## src/logic/qtd_consts.svh

```systemverilog
// Purpose: Offsets, field positions, reset values and divider counts of the
//          quarter-second time-of-day counter.
// Assumes: Included by its bare name from the top module.
// Notes:   Definitions only; no logic lives here.
`ifndef QTD_CONSTS_SVH
`define QTD_CONSTS_SVH

// Register offsets on the plain register port.
`define QTD_OFS_CONTROL      2'h0
`define QTD_OFS_STATUS       2'h1
`define QTD_OFS_MATCH        2'h2
`define QTD_OFS_COUNT        2'h3

// Control register field positions.
`define QTD_CTL_ENABLE_BIT   7
`define QTD_CTL_SRC_HI       6
`define QTD_CTL_SRC_LO       5
`define QTD_CTL_CNTRST_BIT   4
`define QTD_CTL_CLKOUT_BIT   3
`define QTD_CTL_PS_HI        2
`define QTD_CTL_PS_LO        0

// Status register field positions.
`define QTD_ST_QSEC_BIT      7
`define QTD_ST_SEC_BIT       6
`define QTD_ST_MATCH_BIT     5
`define QTD_ST_QUARTER_SECOND_IRQ_ENABLE_BIT    4
`define QTD_ST_ONE_SECOND_IRQ_ENABLE_BIT     3
`define QTD_ST_MATCHIE_BIT   2
`define QTD_ST_MATCHEN_BIT   1
`define QTD_ST_PEND_BIT      0

// Reset values.
`define QTD_RST_SRC          2'h0
`define QTD_RST_PS           3'h1
`define QTD_RST_COUNT        8'h00
`define QTD_RST_MATCH        6'h00

// Reference edges per 4 Hz tick for each prescaler code 000 to 111.
`define QTD_DIV_PS0          23'h0000FA
`define QTD_DIV_PS1          23'h002000
`define QTD_DIV_PS2          23'h001F40
`define QTD_DIV_PS3          23'h002580
`define QTD_DIV_PS4          23'h12C000
`define QTD_DIV_PS5          23'h0F4240
`define QTD_DIV_PS6          23'h1E8480
`define QTD_DIV_PS7          23'h3D0900

// Reference edges per clock output period for the divided codes 100 to 111.
`define QTD_CKO_PS4          9'h080
`define QTD_CKO_PS5          9'h07D
`define QTD_CKO_PS6          9'h0FA
`define QTD_CKO_PS7          9'h1F4

`endif

```

## src/logic/qtd_pkg.sv

```systemverilog
// Purpose: Types shared by the time-of-day counter files.
// Assumes: Constants come from qtd_consts.svh.
// Notes:   Types only; every use is written with the package scope.
package qtd_pkg;

  // Reference clock choices of the source select field.
  typedef enum logic [1:0] {
    QTD_SRC_EXT_OSC  = 2'h0,
    QTD_SRC_LPO_1K   = 2'h1,
    QTD_SRC_INT_REF  = 2'h2,
    QTD_SRC_RESERVED = 2'h3
  } qtd_src_e;

  // Stored control fields; the counter reset bit is a strobe and not held.
  typedef struct packed {
    logic       module_enable;
    qtd_src_e   clock_source_select;
    logic       clock_output_enable;
    logic [2:0] prescaler_setting;
  } qtd_ctrl_s;

  // Sticky event flags.
  typedef struct packed {
    logic quarter_second_flag;
    logic one_second_flag;
    logic match_flag;
  } qtd_flags_s;

  // Software enables held in the status register.
  typedef struct packed {
    logic quarter_second_irq_enable;
    logic one_second_irq_enable;
    logic match_irq_enable;
    logic match_function_enable;
  } qtd_enables_s;

endpackage

```

## src/logic/qtd_time_of_day.sv

```systemverilog
// Purpose: Quarter-second time-of-day counter with match, flags and clock out.
// Assumes: Reference clocks arrive as pins slower than half of clock.
// Notes:   Registers sit on a plain port with read data one cycle later.
//
// Contract
// - Eight-bit counter wraps after 256 counts.
// - Counter advances only on 4 Hz tick.
// - Counter reset clears counter and timebase.
// - Enabled match sets flag, clears upper bits.
// - Six-bit match value compared to upper bits.
// - Match write captures counter low two bits.
// - Match clearing keeps low two bits.
// - Lower match value waits for wraparound.
// - Change match two counts away from it.
// - Match irq enable gates request only.
// - Match writes ignored while write pending.
// - Source select picks one of three references.
// - Reset defaults suit 32.768 kHz oscillator.
// - Prescaler code picks divider to 4 Hz.
// - Clock output frequency follows prescaler code.
// - Clock output driven only when enabled.
// - Count register reads the present counter.
// - Quarter flag each count, second every fourth.
// - Flags set regardless, clear by writing one.
// - Reset clears settings, prescaler code 001.
//
// The register offsets and strobed register access were left to the implementer.
`timescale 1ns/1ps
`include "qtd_consts.svh"

module qtd_time_of_day #(
  parameter logic [7:0][22:0] PRESCALE_DIV = {`QTD_DIV_PS7, `QTD_DIV_PS6,
                                             `QTD_DIV_PS5, `QTD_DIV_PS4,
                                             `QTD_DIV_PS3, `QTD_DIV_PS2,
                                             `QTD_DIV_PS1, `QTD_DIV_PS0}
) (
  input  wire logic       clock,
  input  wire logic       sys_rst,
  input  wire logic [1:0] reg_addr,
  input  wire logic [7:0] reg_wdata,
  input  wire logic       reg_wr,
  input  wire logic       reg_rd,
  output logic      [7:0] reg_rdata,
  input  wire logic       external_osc_clock,
  input  wire logic       low_power_1khz_osc,
  input  wire logic       internal_reference_clock,
  output logic            clock_out,
  output logic            irq
);

  // Register state.
  qtd_pkg::qtd_ctrl_s    ctrl_ff;         // Control fields.
  qtd_pkg::qtd_enables_s en_ff;           // Interrupt and match enables.
  qtd_pkg::qtd_flags_s   flags_ff;        // Sticky event flags.
  logic [5:0]            match_value_ff;  // Upper compare bits.
  logic [1:0]            match_qbits_ff;  // Captured low counter bits.
  logic                  pending_ff;      // Match write still in flight.
  logic [7:0]            count_ff;        // Quarter-second counter.
  logic [22:0]           ps_cnt_ff;       // Reference edges within a tick.
  logic [8:0]            cko_cnt_ff;      // Reference edges within a clock out period.
  logic [7:0]            rdata_ff;        // Registered read data.
  logic                  cko_ff;          // Registered clock output.
  logic                  irq_ff;          // Registered interrupt request.

  // Synchronised reference levels and rise pulses.
  // Each pin has its own synchroniser, so a source switch never waits for a refill.
  logic [2:0] ref_level;
  logic [2:0] ref_rise;

  qtd_edge_sync u_sync_ext (
    .clock    (clock),
    .sys_rst  (sys_rst),
    .async_in (external_osc_clock),
    .level_out(ref_level[0]),
    .rise_out (ref_rise[0])
  );

  qtd_edge_sync u_sync_lpo (
    .clock    (clock),
    .sys_rst  (sys_rst),
    .async_in (low_power_1khz_osc),
    .level_out(ref_level[1]),
    .rise_out (ref_rise[1])
  );

  qtd_edge_sync u_sync_int (
    .clock    (clock),
    .sys_rst  (sys_rst),
    .async_in (internal_reference_clock),
    .level_out(ref_level[2]),
    .rise_out (ref_rise[2])
  );

  // Register port decode.
  wire wr_ctrl  = reg_wr && (reg_addr == `QTD_OFS_CONTROL);
  wire wr_stat  = reg_wr && (reg_addr == `QTD_OFS_STATUS);
  wire wr_match = reg_wr && (reg_addr == `QTD_OFS_MATCH);

  // A counter reset strobe is a control write with its bit set.
  wire cnt_rst = wr_ctrl && reg_wdata[`QTD_CTL_CNTRST_BIT];

  wire match_take = wr_match && !pending_ff;

  // reference select mux
  // The reserved code selects nothing, so the block simply stops counting.
  wire [1:0] src_sel = ctrl_ff.clock_source_select;
  wire src_valid = (src_sel != qtd_pkg::QTD_SRC_RESERVED);
  // Pad the three pins to four, so the reserved code indexes a constant low.
  wire [3:0] level_pad = {1'b0, ref_level};
  wire [3:0] rise_pad  = {1'b0, ref_rise};
  wire sel_level = level_pad[src_sel];
  wire sel_rise  = rise_pad[src_sel];

  wire [22:0] ps_div  = PRESCALE_DIV[ctrl_ff.prescaler_setting];
  wire        ps_last = (ps_cnt_ff == (ps_div - 23'h000001));

  // count only on tick
  // A disabled block holds the timebase at zero, so no tick can leak out.
  wire tick = ctrl_ff.module_enable && sel_rise && ps_last;

  wire [7:0] count_inc = count_ff + 8'h01;

  // equality only, so a lower value needs wraparound
  // Comparing the incremented value flags the match on the very tick that
  // reaches the stored value, so the cleared count shows that value only when its upper six bits are zero.
  wire match_hit = tick && en_ff.match_function_enable &&
                   (count_inc == {match_value_ff, match_qbits_ff});

  // quarter and second events
  // The one-second event follows the low two bits, which a match never
  // touches, so seconds stay evenly spaced across match clears.
  wire qsec_evt = tick;
  wire sec_evt  = tick && (count_inc[1:0] == 2'h0);

  wire clr_q = wr_stat && reg_wdata[`QTD_ST_QSEC_BIT];
  wire clr_s = wr_stat && reg_wdata[`QTD_ST_SEC_BIT];
  wire clr_m = wr_stat && reg_wdata[`QTD_ST_MATCH_BIT];

  // Set wins over a same-cycle write-one clear, so no event is ever lost.
  qtd_pkg::qtd_flags_s nxt_flags;
  assign nxt_flags.quarter_second_flag = qsec_evt | (flags_ff.quarter_second_flag & ~clr_q);
  assign nxt_flags.one_second_flag     = sec_evt  | (flags_ff.one_second_flag & ~clr_s);
  assign nxt_flags.match_flag          = match_hit | (flags_ff.match_flag & ~clr_m);

  logic [8:0] cko_div;
  always_comb begin
    case (ctrl_ff.prescaler_setting)
      3'h4:    cko_div = `QTD_CKO_PS4;
      3'h5:    cko_div = `QTD_CKO_PS5;
      3'h6:    cko_div = `QTD_CKO_PS6;
      3'h7:    cko_div = `QTD_CKO_PS7;
      default: cko_div = 9'h001;
    endcase
  end

  // Pass-through codes forward the synchronised level three clocks late;
  // the divided codes count reference rises instead.
  wire       cko_last    = (cko_cnt_ff == (cko_div - 9'h001));
  wire       cko_pass    = (ctrl_ff.prescaler_setting >= 3'h1) &&
                           (ctrl_ff.prescaler_setting <= 3'h3);
  wire       cko_divided = ctrl_ff.prescaler_setting[2];
  // Odd divisors give a low phase one edge longer than the high phase.
  wire       cko_div_lvl = (cko_cnt_ff < {1'b0, cko_div[8:1]});

  wire nxt_cko = ctrl_ff.clock_output_enable &&
                 ((cko_pass && sel_level) || (cko_divided && cko_div_lvl));

  // enable gates only the request
  // The request is a level that falls only once every enabled flag is clear.
  wire nxt_irq = (flags_ff.quarter_second_flag & en_ff.quarter_second_irq_enable) |
                 (flags_ff.one_second_flag & en_ff.one_second_irq_enable) |
                 (flags_ff.match_flag & en_ff.match_irq_enable);

  // count readable any time
  // Reads have no side effects, so software may poll any register freely.
  logic [7:0] rd_mux;
  always_comb begin
    case (reg_addr)
      `QTD_OFS_CONTROL: rd_mux = {ctrl_ff.module_enable, ctrl_ff.clock_source_select,
                                  1'b0, ctrl_ff.clock_output_enable,
                                  ctrl_ff.prescaler_setting};
      `QTD_OFS_STATUS:  rd_mux = {flags_ff, en_ff, pending_ff};
      `QTD_OFS_MATCH:   rd_mux = {match_value_ff, match_qbits_ff};
      `QTD_OFS_COUNT:   rd_mux = count_ff;
      default:          rd_mux = 8'h00;
    endcase
  end

  // Control register; the counter reset bit always reads back as zero.
  // reset defaults
  always_ff @(posedge clock) begin
    if (sys_rst) begin
      ctrl_ff <= '{1'b0, qtd_pkg::qtd_src_e'(`QTD_RST_SRC), 1'b0, `QTD_RST_PS};
    end else if (wr_ctrl) begin
      ctrl_ff <= '{reg_wdata[`QTD_CTL_ENABLE_BIT],
                   qtd_pkg::qtd_src_e'(reg_wdata[`QTD_CTL_SRC_HI:`QTD_CTL_SRC_LO]),
                   reg_wdata[`QTD_CTL_CLKOUT_BIT],
                   reg_wdata[`QTD_CTL_PS_HI:`QTD_CTL_PS_LO]};
    end
  end

  // Status enables and sticky flags.
  always_ff @(posedge clock) begin
    if (sys_rst) begin
      en_ff    <= '0;
      flags_ff <= '0;
    end else begin
      flags_ff <= nxt_flags;
      if (wr_stat) begin
        en_ff <= reg_wdata[`QTD_ST_QUARTER_SECOND_IRQ_ENABLE_BIT:`QTD_ST_MATCHEN_BIT];
      end
    end
  end

  // Match register and its write-pending flag.
  // The write is treated as landing in the reference domain on the next
  // reference edge, which is when the pending flag drops.
  // new value compares at once
  // A write in the cycle of a tick still meets the old value at that edge.
  always_ff @(posedge clock) begin
    if (sys_rst) begin
      match_value_ff <= `QTD_RST_MATCH;
      match_qbits_ff <= 2'h0;
      pending_ff     <= 1'b0;
    end else if (match_take) begin
      match_value_ff <= reg_wdata[7:2];
      match_qbits_ff <= count_ff[1:0];
      pending_ff     <= 1'b1;
    end else if (sel_rise || !src_valid) begin
      pending_ff <= 1'b0;
    end
  end

  // Prescaler: counts reference edges; cleared while disabled or on reset strobe.
  // Limitation: only rises that reach the logic are counted, so a reference
  // faster than half of clock loses edges and the timebase runs slow.
  always_ff @(posedge clock) begin
    if (sys_rst) begin
      ps_cnt_ff <= 23'h000000;
    end else if (cnt_rst || !ctrl_ff.module_enable) begin
      ps_cnt_ff <= 23'h000000;
    end else if (sel_rise) begin
      ps_cnt_ff <= ps_last ? 23'h000000 : (ps_cnt_ff + 23'h000001);
    end
  end

  // Quarter-second counter. Disabling the module restarts it from zero.
  // Priority: strobe and disable first, then a match, then a plain tick.
  always_ff @(posedge clock) begin
    if (sys_rst) begin
      count_ff <= `QTD_RST_COUNT;
    end else if (cnt_rst || !ctrl_ff.module_enable) begin
      count_ff <= `QTD_RST_COUNT;
    end else if (match_hit) begin
      count_ff <= {6'h00, count_inc[1:0]};
    end else if (tick) begin
      count_ff <= count_inc;
    end
  end

  // Clock output divider, free of the module enable so peripherals keep it.
  always_ff @(posedge clock) begin
    if (sys_rst) begin
      cko_cnt_ff <= 9'h000;
    end else if (sel_rise) begin
      cko_cnt_ff <= cko_last ? 9'h000 : (cko_cnt_ff + 9'h001);
    end
  end

  // Registered outputs.
  // Every top-level output comes straight from one of these flops.
  always_ff @(posedge clock) begin
    if (sys_rst) begin
      rdata_ff <= 8'h00;
      cko_ff   <= 1'b0;
      irq_ff   <= 1'b0;
    end else begin
      rdata_ff <= reg_rd ? rd_mux : 8'h00;
      cko_ff   <= nxt_cko;
      irq_ff   <= nxt_irq;
    end
  end

  assign reg_rdata = rdata_ff;
  assign clock_out = cko_ff;
  assign irq       = irq_ff;

endmodule

```

## src/logic/qtd_edge_sync.sv

```systemverilog
// Purpose: Two-stage synchroniser for one reference clock pin with a rise pulse.
// Assumes: The pin toggles well below half the system clock rate.
// Notes:   The edge detector reads only the second and third stages.
`timescale 1ns/1ps

module qtd_edge_sync (
  input  wire logic clock,
  input  wire logic sys_rst,
  input  wire logic async_in,
  output logic      level_out,
  output logic      rise_out
);

  logic meta_ff;  // First stage, read by the second stage only.
  logic sync_ff;  // Second stage, a safe level.
  logic prev_ff;  // Delayed copy used for edge detection.

  // Shift the pin through the stages; reset takes constants only.
  always_ff @(posedge clock) begin
    if (sys_rst) begin
      meta_ff <= 1'b0;
      sync_ff <= 1'b0;
      prev_ff <= 1'b0;
    end else begin
      meta_ff <= async_in;
      sync_ff <= meta_ff;
      prev_ff <= sync_ff;
    end
  end

  assign level_out = sync_ff;
  assign rise_out  = sync_ff & ~prev_ff;

endmodule

```

## config.mk

```make
export PLATFORM = sky130hd
export DESIGN_NAME = qtd_time_of_day
export DESIGN_NICKNAME = d
export VERILOG_FILES = /design/src/logic/qtd_pkg.sv /design/src/logic/qtd_time_of_day.sv /design/src/logic/qtd_edge_sync.sv
export VERILOG_INCLUDE_DIRS = /design/src /design/src/logic
export SDC_FILE = /design/constraint.sdc
export NUM_CORES = 1
export LEC_CHECK = 0
export ABC_AREA = 1
export BUFFER_PORTS_ARGS = -buffer_cell sky130_fd_sc_hd__buf_2
export CAP_MARGIN = 15
export CORE_ASPECT_RATIO = 1.25
export CORE_MARGIN = 2
export CORE_UTILIZATION = 45
export CTS_CLUSTER_DIAMETER = 120
export DETAILED_ROUTE_END_ITERATION = 16
export GPL_TIMING_DRIVEN = 0
export PLACE_DENSITY_LB_ADDON = 0.1
export SLEW_MARGIN = 20
export SYNTH_ARGS = -nofsm -noshare
export SYNTH_HDL_FRONTEND = slang
export SYNTH_SLANG_ARGS = --single-unit
```

## constraint.sdc

```tcl
create_clock -name clock -period 6 [get_ports clock]
set_clock_uncertainty 0.1 [all_clocks]
set_input_delay 0.6 -clock clock [delete_from_list [all_inputs] [get_ports clock]]
set_output_delay 0.6 -clock clock [all_outputs]
set_load 0.01 [all_outputs]
```

* Word-level counts from Yosys, hierarchy flattened
Memory sizes are Yosys's and may differ from the RTL's. A register that Yosys moved wholly into a read port is not among the register bits. Cells that the tools add are included.
Word-level totals: memory bits (writable) 0, bits of input ports 17, bits in latches 0, register bits 82, ROM bits 184, memories 1, logic and storage cells 118, output and inout bits 10
Memories:
- (name not given) | depth 8, width 23, read ports 1, clocked after Yosys merged registers in 1, wr ports 0, line qtd_time_of_day.sv:114 | wire [22:0] ps_div = PRESCALE_DIV[ctrl_ff.prescaler_setting];
Operators by class: div/mod/pow operators 0, reductions and logical operators 30, add/subtract/negate cells 5, equality and inequality tests 11, multipliers 0, magnitude comparators 5, bitwise logic cells 21, muxes and demuxes 15, shift-type cells 0
Operators with widths (count):
- two-way mux 23 bit | 2
- case mux 9 bit (4 select lines) | 1
- case mux 8 bit (4 select lines) | 1
- adder 23 x 1 -> 23 bit (second input constant) | 1
- equality test 23 bit | 1
- subtractor 23 x 1 -> 23 bit (second input constant) | 1
- logical AND 1 bit | 17
- equality test 3 bit (second input constant) | 4
- adder 9 x 1 -> 9 bit (second input constant) | 1
- bitwise AND 1 bit | 9
- equality test 9 bit | 1
- < comparator 9 x 8 -> 1 bit | 1
- two-way mux 9 bit | 1
- subtractor 9 x 1 -> 9 bit (second input constant) | 1
- adder 8 x 1 -> 8 bit (second input constant) | 1
- equality test 8 bit | 1
- NOT 1 bit | 7
- two-way mux 3 bit | 2
- bitwise OR 1 bit | 5
- binary-select mux 1 bit (select 2 bit) | 2
- equality test 2 bit (second input constant) | 2
- logical NOT 2 bit | 2
- < comparator 3 x 4 -> 1 bit (second input constant) | 1
- two-way mux 1 bit | 4
- other kinds (11) | 18

* Logic depth before layout (Yosys ltp)
Gate-level depths: netlist of the first run.
word-level depth 9, mapped depth 17, mapped depth without buffers 17

* Hierarchy
From an unflattened synthesis of the first run, not the netlist that was laid out.
Second synthesis, totals: cells, all modules 866, area, all modules 5803.1 um^2
By module, submodules not included:
- qtd_time_of_day | area an instance 5544.1 um^2, cells an instance 836, sequential area each 1781.7 um^2, instances 1
- qtd_edge_sync | area an instance 86.3 um^2, cells an instance 10, sequential area each 60.1 um^2, instances 3

* Worst setup path before layout of the first run
OpenSTA, ideal clock, no wires.
path type input to register, start point input reg_addr[1], end point register, netlist name ps_div[7], cell stages on the path 10, buffers on the path 1, required time 5.788 ns, setup time 0.112 ns, data arrival time 2.051 ns, setup slack 3.737 ns, path through nor2_2 -> inv_1 -> nor2_1 -> buf_2 -> o21ai_0 -> nor2_1 -> inv_1 -> ha_1 -> nand2_1 -> nand2_1
RTL lines:
- from (decl) | line qtd_time_of_day.sv:39 | input wire logic [1:0] reg_addr,

==> results of run 1 <==
## stage by stage
step | utilization | area, µm² | total power [mW] | hold WS, ps
floorplan | - | 5774 | 0.8615 | 288.3
global placement | 0.4851 | 6115 | 0.9159 | 292.0
detailed placement | 0.4851 | 6115 | 0.9209 | 298.5
CTS | 0.5084 | 6409 | 1.495 | 310.1
global route | 0.5084 | 6409 | 1.545 | 325.2
finish | 0.5084 | 6409 | 1.479 | 304.9
## Yosys cell counts, types with 8 or more instances
cell / n / area, µm²
a221oi_1: 8 / 70.07
inv_1: 119 / 446.7
nor3_1: 25 / 125.1
o21ai_0: 33 / 165.2
a21oi_1: 34 / 170.2
nor2_2: 19 / 118.9
nand4_1: 15 / 93.84
nor2_4: 10 / 112.6
ha_1: 19 / 237.7
nand2_1: 175 / 656.9
nand2_2: 14 / 87.58
nor2_1: 109 / 409.1
nand3_2: 8 / 80.08
nand3_1: 56 / 280.3
xnor2_1: 10 / 87.58
xor2_1: 24 / 210.2
dfxtp_1: 98 / 1962
## worst reg2reg max path, cell delays in order, from the launching register on
cell and delay, ps:
dfxtp_1 380, inv_2 200, ha_1 250, nand2_1 70
nor2_1 180, nand2_1 120, o21bai_1 200, nand2_1 90
nor2_1 160, nand2_1 70, inv_1 50, nand3_1 100
nor2_2 190, nand2_2 100, nand2_4 180, buf_12 180
nor2_2 40
## cells by family (layout without fill, tap and decap cells)
group / Yosys count / count (layout) / share of synthesized area
flip-flops: 98 / 98 / 0.3398
XOR/XNOR: 34 / 34 / 0.05157
AND/OR/NAND/NOR: 455 / 455 / 0.3783
AO/OA/AOI/OAI: 94 / 94 / 0.09383
buffers and inverters: 138 / 179 / 0.09534
adder cells (fa/ha/maj): 19 / 19 / 0.04117
## power by group
group | internal, mW | switching (mW)
Clock | 0.331 | 0.241
Combinational | 0.0746 | 0.149
Sequential | 0.667 | 0.0174
Total | 1.07 | 0.407
## how the worst min path moves through the flow
stage / from / end / slack [ps] / cells past startpoint
floorplan: u_sync_ext.meta_ff / u_sync_ext.level_out / 290 / 2
global placement: u_sync_int.meta_ff / u_sync_int.level_out / 290 / 2
detailed placement: u_sync_int.meta_ff / u_sync_int.level_out / 300 / 2
CTS: u_sync_int.meta_ff / u_sync_int.level_out / 310 / 2
global route: u_sync_int.meta_ff / u_sync_int.level_out / 330 / 2
finish: u_sync_int.meta_ff / u_sync_int.level_out / 300 / 2
## sequential cells by signal (all words and copies together) (netlist names), 2 cells and up
| register | count |
|---|---|
| flags_ff | 3 |
| match_qbits_ff | 2 |
| reg_rdata | 8 |
| ps_cnt_ff | 23 |
| cko_cnt_ff | 9 |
| ps_div | 16 |
| match_value_ff | 6 |
| ctrl_ff | 4 |
| en_ff | 4 |
| src_sel | 2 |
| count_ff | 8 |
## routing by layer
metal	vias to the layer above	wire, µm	GRT usage
met3	32	379	0.02629
met5	-	0	0
li1	2753	-	-
met2	92	7611	0.4201
met1	2439	6478	0.2555
met4	0	429	0.09569
## final cells by class
type                            count  area (µm²)  area share
Multi-Input combinational cell    602        3262      0.5090
Sequential cell                    98        1962      0.3061
Inverter                          125       469.2     0.07321
Clock buffer                       10       239.0     0.03729
Tap cell                          168       210.2     0.03280
Timing Repair Buffer               26       130.1     0.02030
Buffer                             13       81.33     0.01269
Clock inverter                      5       55.05    0.008590
==> impl_metrics.py, run 1 <==
metrics = {
    "clocking": {
        "clock-sinks": 98,
        "cts_hold_buf": 0,
        "cts_root_buf": "clkbuf_16",
        "cts.path.max_buffers": 2,
        "cts-htree-levels": 3,
        "post-cts-setup-buffers": 0,
        "path_clk_slew_ps": 60,
        "cts_resized": 0,
        "cts_buffers": 9,
        "insertion_delay_ps": 340,
        "cts_tree": "yes",
    },
    "hold_path": {
        "hp-class": "flop to flop",
    },
    "critical_path": {
        "critPathCaptureType": "flop",
        "crit_end": "ps_cnt_ff[1]",
        "crit_cells": 16,
        "path_buf_inv": 3,
        "cp_common_cell": "nand2_1",
        "startpoint": "ps_div[5]",
        "startpoint_type": "flop",
        "worstReg2RegEnd": "ps_cnt_ff[1]",
        "cp_top_family": "simple AND/OR/NAND/NOR gates",
        "cp_cell_sequence": "inv_2 -> ha_1 -> nand2_1 -> nor2_1 -> nand2_1 -> o21bai_1 -> nand2_1 -> nor2_1 -> nand2_1 -> inv_1 -> nand3_1 -> nor2_2 -> nand2_2 -> nand2_4 -> buf_12 -> nor2_2",
        "arrival_ps": 2890,
        "required_ps": 6130,
        "slowest_stage": "dfxtp_1",
        "crit_fanout": 10,
        "critPathMaxStageDelay_ps": 380,
        "reg2reg_depth": 16,
        "r2r_start": "ps_div[5]",
        "critical_path_class": "flop to flop",
        "rrSetupSlack_ps": 3240,
    },
    "timing": {
        "setup_slack_ps": 3237,
        "fmax_mhz": 361.9,
        "worstMarginPinSlew_ps": 622.2,
        "setup_viol": 0,
        "fin_crit_ps": 2763,
        "drv_slew": 0,
        "slew_headroom": 0.5824,
        "rsz0062_at_grt": "no",
        "finalCritPeriodShare": 0.4605,
        "hold_viol_final": 0,
        "fin_setup_tns_ps": 0,
    },
    "logic_synthesis": {
        "synth_nets": 874,
        "avgSynthCellArea_um2": 6.891,
        "seq_area_frac_synth": 0.3398,
        "synth_seq_cells": 98,
        "synth_area_um2": 5774,
        "synth_edf_count": 0,
        "synthCells": 838,
        "synthFlopType": "dfxtp_1",
        "synthArstFlopShare": 0,
        "synthDistinctLibCells": 47,
        "ys_warn_count": 0,
    },
    "placed_design": {
        "dp_cells": 1032,
        "gp_congestion": 0.9284,
        "post-place-ws_ps": 3117,
        "io_buffers": 26,
        "dp_hpwl_um": 11910,
    },
    "grt": {
        "grt_first_pass_wirelength_um": 24390,
        "grt_remaining_overflow": 0,
        "grt_usage": 0.2234,
        "grt_max_degree": 16,
        "grt_pass1_vias": 5109,
        "antenna_found_initial": 0,
    },
    "final_layout": {
        "antenna_cells": 0,
        "layout_commonest_cell": "nand2_1",
        "most-common-layout-cells": "nand2_1, inv_1, nor2_1",
        "fin_cells": 1047,
        "fillCellCount": 1269,
        "drive_above_1_share": 0.1365,
        "finalNetCount": 911,
        "area.growth.synth_to_final_pct": 10.99,
    },
    "route": {
        "routed_wl_um": 14900,
        "wire_per_inst_um": 14.23,
        "via_per_inst": 5.077,
        "remaining_drc_errors": 0,
        "vias": 5316,
        "ant_nets": 0,
        "firstDrtPassIters": 5,
        "drtIter0Drc": 253,
    },
    "power_and_ir_drop": {
        "ir_drop_uv": 150.9,
        "p_per_area_nw_per_um2": 230.8,
        "p_leak_nw": 2.794,
    },
    "die": {
        "die_h_um": 130.7,
        "core.rowCount": 46,
        "start_util": 0.4581,
        "die_area_um2": 13760,
        "fp.coreArea_um2": 12600,
        "dieWidth_um": 105.3,
        "ios": 27,
    },
    "outcome": {
        "outcome": "finished clean",
    },
    "job": {
        "drv_cap": 0,
    },
}
Power figures use the tool's default switching activity.
==> inputs of run 2 (changes only) <==
ABC_AREA = 0   (was 1)
clock period = 2.4 ns   (was 6 ns; I/O delays follow)
==> run 2 against run 1 <==
  * The run now ends with setup timing left
  * Combinational power grew 83%
  * Maximum frequency down 3.9%
  * Cell area down 1.7%
  * Setup slack got worse by 3700 ps
  * Largest cell class unchanged
==> impl_metrics.py, run 2 <==
metrics = {
    "placed_design": {
        "post-place-ws_ps": -1040,
        "io_buffers": 26,
        "gp_congestion": 0.8683,
        "dp_cells": 743,
        "dp_hpwl_um": 9016,
    },
    "grt": {
        "antenna_found_initial": 0,
        "grt_remaining_overflow": 0,
        "grt_pass1_vias": 4285,
        "grt_usage": 0.2118,
        "grt_max_degree": 21,
        "grt_first_pass_wirelength_um": 20940,
    },
    "timing": {
        "hold_viol_final": 0,
        "fmax_mhz": 347.9,
        "slew_headroom": 0.5219,
        "finalCritPeriodShare": 1.198,
        "setup_viol": 34,
        "drv_slew": 0,
        "hold_ws_ps": 5.677,
        "fin_crit_ps": 2875,
        "setup_slack_ps": -474.6,
        "rsz0062_at_grt": "yes",
        "worstMarginPinSlew_ps": 717.1,
    },
    "power_and_ir_drop": {
        "p_per_area_nw_per_um2": 566.6,
        "ir_drop_uv": 364.9,
        "p_leak_nw": 2.335,
        "total_power_mw": 3.569,
    },
    "logic_synthesis": {
        "synthCells": 582,
        "synth_xor_xnor_area_share": 0.1059,
        "synthFlopType": "dfxtp_1",
        "synth_seq_cells": 98,
        "synthDistinctLibCells": 62,
        "yosysMostFrequentCell": "dfxtp_1",
        "synth_area_um2": 5209,
        "synthTopCellsByCount": "dfxtp_1, nor2_1, nand2_1, xnor2_1",
        "synthArstFlopShare": 0,
        "synth_compound_area_frac": 0.09705,
        "ys_warn_count": 0,
        "synth_mux_area_frac": 0.08407,
        "synthAdderAreaFrac": 0.04564,
        "synth_edf_count": 0,
        "synth-simple-area-share": 0.2580,
        "synthTopCellsByArea": "dfxtp_1, xnor2_1, nor2_1",
        "synth_nets": 618,
        "synth_top_area_frac": 0.3767,
        "seq_area_frac_synth": 0.3767,
        "avgSynthCellArea_um2": 8.950,
        "yosysTopAreaCell": "dfxtp_1",
        "synth_top_family_by_area": "simple AND/OR/NAND/NOR gates",
    },
    "critical_path": {
        "startpoint_type": "flop",
        "critPathCaptureType": "flop",
        "cp_cell_sequence": "inv_4 -> ha_4 -> or4b_4 -> or3_4 -> a22oi_2 -> o2111ai_4 -> nor4_4 -> buf_6 -> nand3_4 -> a311o_1",
        "crit_end": "count_ff[2]",
        "rrSetupSlack_ps": -470,
        "crit_cells": 10,
        "required_ps": 2540,
        "slowest_stage": "or4b_4",
        "path_buf_inv": 2,
        "crit_fanout": 7,
        "reg2reg_depth": 10,
        "r2r_start": "ps_div[5]",
        "startpoint": "ps_div[5]",
        "worstReg2RegEnd": "count_ff[2]",
        "critPathMaxStageDelay_ps": 480,
        "critical_path_class": "flop to flop",
        "cp_top_family": "simple AND/OR/NAND/NOR gates",
        "arrival_ps": 3010,
    },
    "final_layout": {
        "regMostFlops": "ps_cnt_ff",
        "fin_cells": 783,
        "largest_reg_flops": 23,
        "finalNetCount": 679,
        "antenna_cells": 0,
        "area.growth.synth_to_final_pct": 20.92,
        "most-common-layout-cells": "dfxtp_1, nor2_1, nand2_1",
        "layout_commonest_cell": "dfxtp_1",
        "drive_above_1_share": 0.2145,
    },
    "clocking": {
        "cts_tree": "yes",
        "insertion_delay_ps": 360,
        "cts_root_buf": "clkbuf_16",
        "cts_buffers": 9,
        "clock-sinks": 98,
        "cts-htree-levels": 3,
        "path_clk_slew_ps": 80,
        "cts.path.max_buffers": 2,
    },
    "hold_path": {
        "hp-class": "input port to flop",
        "hold_path_startpoint": "internal_reference_clock",
    },
    "route": {
        "drtIter0Drc": 188,
        "via_per_inst": 5.493,
        "ant_nets": 0,
        "wire_per_inst_um": 16.09,
        "remaining_drc_errors": 0,
        "routed_wl_um": 12600,
        "vias": 4301,
        "firstDrtPassIters": 4,
    },
    "outcome": {
        "violations": "setup timing",
        "outcome": "finished with violations",
    },
    "die": {
        "die_h_um": 124.3,
        "core.rowCount": 43,
        "start_util": 0.4655,
        "die_area_um2": 12460,
        "ios": 27,
        "dieWidth_um": 100.2,
        "fp.coreArea_um2": 11190,
    },
    "job": {
        "drv_cap": 0,
    },
}
-- run 2: cell count changes after synthesis, moves of 19 or more --
cell	delta
a21oi_1	-24
inv_1	-102
mux2i_1	+24
nand2_1	-132
nand3_1	-41
nor2_1	-25
nor2_2	-19
nor2b_1	+24
o21ai_0	-23
xnor2_1	+33
-- run 2: routing by layer --
layer	global-route usage	vias to the layer above	wire (µm)
met4	0.08622	0	302
met3	0.03199	21	291
li1	-	2135	-
met1	0.2436	2074	5300
met2	0.3837	71	6700
met5	0	-	0
-- run 2: logic make-up after synthesis --
family / after synthesis
adders and majority gates: 19
and+or+nand+nor: 255
AOI/OAI and AO/OA: 70
buffers and inverters: 43
xor gates and xnor gates: 63
muxes: 34
DFF: 98
-- run 2: timing repair --
item,in CTS,in global routing
setup endpoints to repair,43,43
hold buffers,2,0
gates resized for setup,30,37
endpoints found under the hold margin,2,0
pin swaps,14,7
buffers inserted,22,3
cloned,1,1
-- run 2: how the worst min path moves through the flow --
stage / endpoint / slack [ps] / cells after the start
detailed placement: u_sync_lpo.level_out / 320 / 1
floorplan: ctrl_ff[0] / 260 / 1
global placement: u_sync_ext.level_out / 320 / 1
CTS: u_sync_int.meta_ff / 0.7 / 2
finish: u_sync_int.meta_ff / 6 / 2
global route: u_sync_int.meta_ff / 8 / 2
-- run 2: metrics by stage --
stage / setup TNS, ps / utilization / area, µm²
floorplan: -11660 / - / 5250
global route: -18530 / 0.5628 / 6299
detailed placement: -34410 / 0.4959 / 5549
CTS: -14360 / 0.5506 / 6162
finish: -14500 / 0.5628 / 6299
global placement: -31310 / 0.4959 / 5549
-- run 2: final cells by class --
type	instances	area [µm²]
Tap cell	135	168.9
Inverter	17	68.82
Multi-Input combinational cell	441	3274
Timing Repair Buffer	55	404.1
Clock buffer	9	225.2
Buffer	21	102.6
Clock inverter	7	76.32
Sequential cell	98	1978
Fill cell	1018	4892
-- run 2: worst register-to-register path: cells and delay by family (launching register included) --
kind,cells,cell delay (ps)
buffers and inverters,2,240
DFF,1,370
adders and majority gates,1,140
AOI/OAI and AO/OA,3,640
and+or+nand+nor,4,1270
-- run 2: report_power, final --
part / total [mW] / switching (mW) / leakage, nW / internal (mW)
Clock: 1.47 / 0.727 / 0.150 / 0.746
Sequential: 1.68 / 0.0313 / 0.797 / 1.65
Combinational: 0.411 / 0.210 / 1.39 / 0.201
Total: 3.57 / 0.969 / 2.33 / 2.60
==> inputs of run 3 (changes only) <==
CORE_MARGIN = 1.5   (was 2)
==> run 3 against run 2 <==
  * The flow still finishes with violations (setup timing)
  * Hold slack gained 11 ps
  * Maximum frequency grew 0.23%
  * Critical path depth is the same
  * Largest power group unchanged
  * Die area shrank 1.8%
==> impl_metrics.py, run 3 (same netlist as run 2, synthesis figures left out) <==
metrics = {
    "final_layout": {
        "area.growth.synth_to_final_pct": 20.87,
        "seq_area_um2": 1974,
        "design_area_um2": 6296,
        "regMostFlops": "ps_cnt_ff",
        "layout_commonest_cell": "dfxtp_1",
        "finalNetCount": 678,
        "drive_above_1_share": 0.2148,
        "largest_reg_flops": 23,
        "antenna_cells": 0,
        "multiInputGateArea_um2": 3269,
        "most-common-layout-cells": "dfxtp_1, nor2_1, nand2_1",
        "fillCellCount": 1025,
    },
    "clocking": {
        "cts_buffers": 9,
        "cts_tree": "yes",
        "cts.path.max_buffers": 2,
        "clock-sinks": 98,
        "cts-htree-levels": 3,
        "cts_root_buf": "clkbuf_16",
        "insertion_delay_ps": 360,
        "path_clk_slew_ps": 80,
    },
    "placed_design": {
        "dp_hpwl_um": 9008,
        "io_buffers": 26,
        "dpl_cell_area_um2": 5549,
        "gp_congestion": 0.8626,
    },
    "critical_path": {
        "crit_fanout": 7,
        "reg2reg_depth": 10,
        "arrival_ps": 3010,
        "startpoint_type": "flop",
        "critical_path_class": "flop to flop",
        "critPathCaptureType": "flop",
        "required_ps": 2540,
    },
    "grt": {
        "grt_pass1_vias": 4247,
        "antenna_found_initial": 0,
        "grt_max_degree": 21,
        "grt_first_pass_wirelength_um": 20910,
        "grt_remaining_overflow": 0,
        "grt_usage": 0.2210,
    },
    "timing": {
        "setup_viol": 34,
        "worstMarginPinSlew_ps": 707.5,
        "fin_crit_ps": 2868,
        "drv_slew": 0,
        "fin_setup_tns_ps": -13300,
        "hold_ws_ps": 16.31,
        "setup_slack_ps": -468.0,
        "hold_viol_final": 0,
        "slew_headroom": 0.5283,
        "finalCritPeriodShare": 1.195,
        "rsz0062_at_grt": "yes",
        "fmax_mhz": 348.7,
    },
    "outcome": {
        "violations": "setup timing",
        "outcome": "finished with violations",
    },
    "power_and_ir_drop": {
        "ir_drop_uv": 456.0,
        "total_power_mw": 3.575,
        "p_per_area_nw_per_um2": 567.8,
        "p_leak_nw": 2.333,
    },
    "die": {
        "core.rowCount": 43,
        "ios": 27,
        "die_h_um": 123.3,
        "dieWidth_um": 99.23,
        "die_area_um2": 12230,
        "start_util": 0.4655,
        "fp.coreArea_um2": 11190,
    },
    "route": {
        "wire_per_inst_um": 16.20,
        "firstDrtPassIters": 4,
        "ant_nets": 0,
        "routed_wl_um": 12670,
        "vias": 4240,
        "via_per_inst": 5.422,
        "remaining_drc_errors": 0,
        "drtIter0Drc": 172,
    },
    "hold_path": {
        "hold_path_depth": 2,
        "hp-class": "input port to flop",
    },
    "job": {
        "drv_cap": 0,
    },
}
-- run 3: changes by cell type in the layout (fill, tap and decap cells not counted), sizes merged --
cell,delta
buf,-2
clkbuf,+1
-- run 3: through the flow --
stage | setup WS [ps] | utilization | instances
after floorplan | -432.5 | - | 582
after global placement | -968.7 | 0.4959 | 743
after detailed placement | -984.9 | 0.4959 | 743
after CTS | -499.1 | 0.5506 | 778
after global routing | -539.2 | 0.5626 | 782
final | -468.0 | 0.5626 | 782
-- run 3: worst max-delay path: stages (launching register included) --
cell	delay [ps]
dfxtp_4	350
or4_4	600
nor4_4	360
buf_4	200
xnor2_2	130
mux2i_4	110
nor4_4	220
buf_6	160
buf_12	100
nand3_4	110
a311o_1	300
-- run 3: where the power goes --
part           internal, mW  switching (mW)
combinational         0.205           0.212
clock                 0.746           0.725
sequential             1.65          0.0334
total                  2.60           0.970
-- run 3: layout make-up --
class | count | area share
inverters | 17 | 0.01093
multi-input cells | 441 | 0.5193
flip-flops and latches | 98 | 0.3136
well taps | 135 | 0.02683
clock buffers | 9 | 0.03577
repair buffers | 53 | 0.06320
plain buffers | 22 | 0.01828
clock inverters | 7 | 0.01212
-- run 3: path summary, 6_finish.rpt --
check                           slack, ps                     start                    to
worst max-delay path                 -470                ps_div[10]           count_ff[2]
worst min-delay path                   20  internal_reference_clock    u_sync_int.meta_ff
worst max register to register       -470                ps_div[10]           count_ff[2]
worst min register to register        350        u_sync_ext.meta_ff  u_sync_ext.level_out
-- run 3: repair_timing --
| action | in CTS | in global routing |
|---|---|---|
| pin swaps | 16 | 6 |
| resized for setup | 37 | 28 |
| hold buffers | 2 | 0 |
| gates cloned | 1 | 1 |
| buffers inserted | 17 | 6 |
| endpoints found under the hold margin | 2 | 0 |
| setup endpoints to repair | 43 | 44 |
-- run 3: metal layers --
layer  wire length (µm)  vias to the layer above  GRT usage
met5                  0                        -          0
met4                377                        0    0.09947
met3                335                       28    0.04466
met2               6573                       64     0.3994
met1               5382                     2009     0.2512
li1                   -                     2139          -
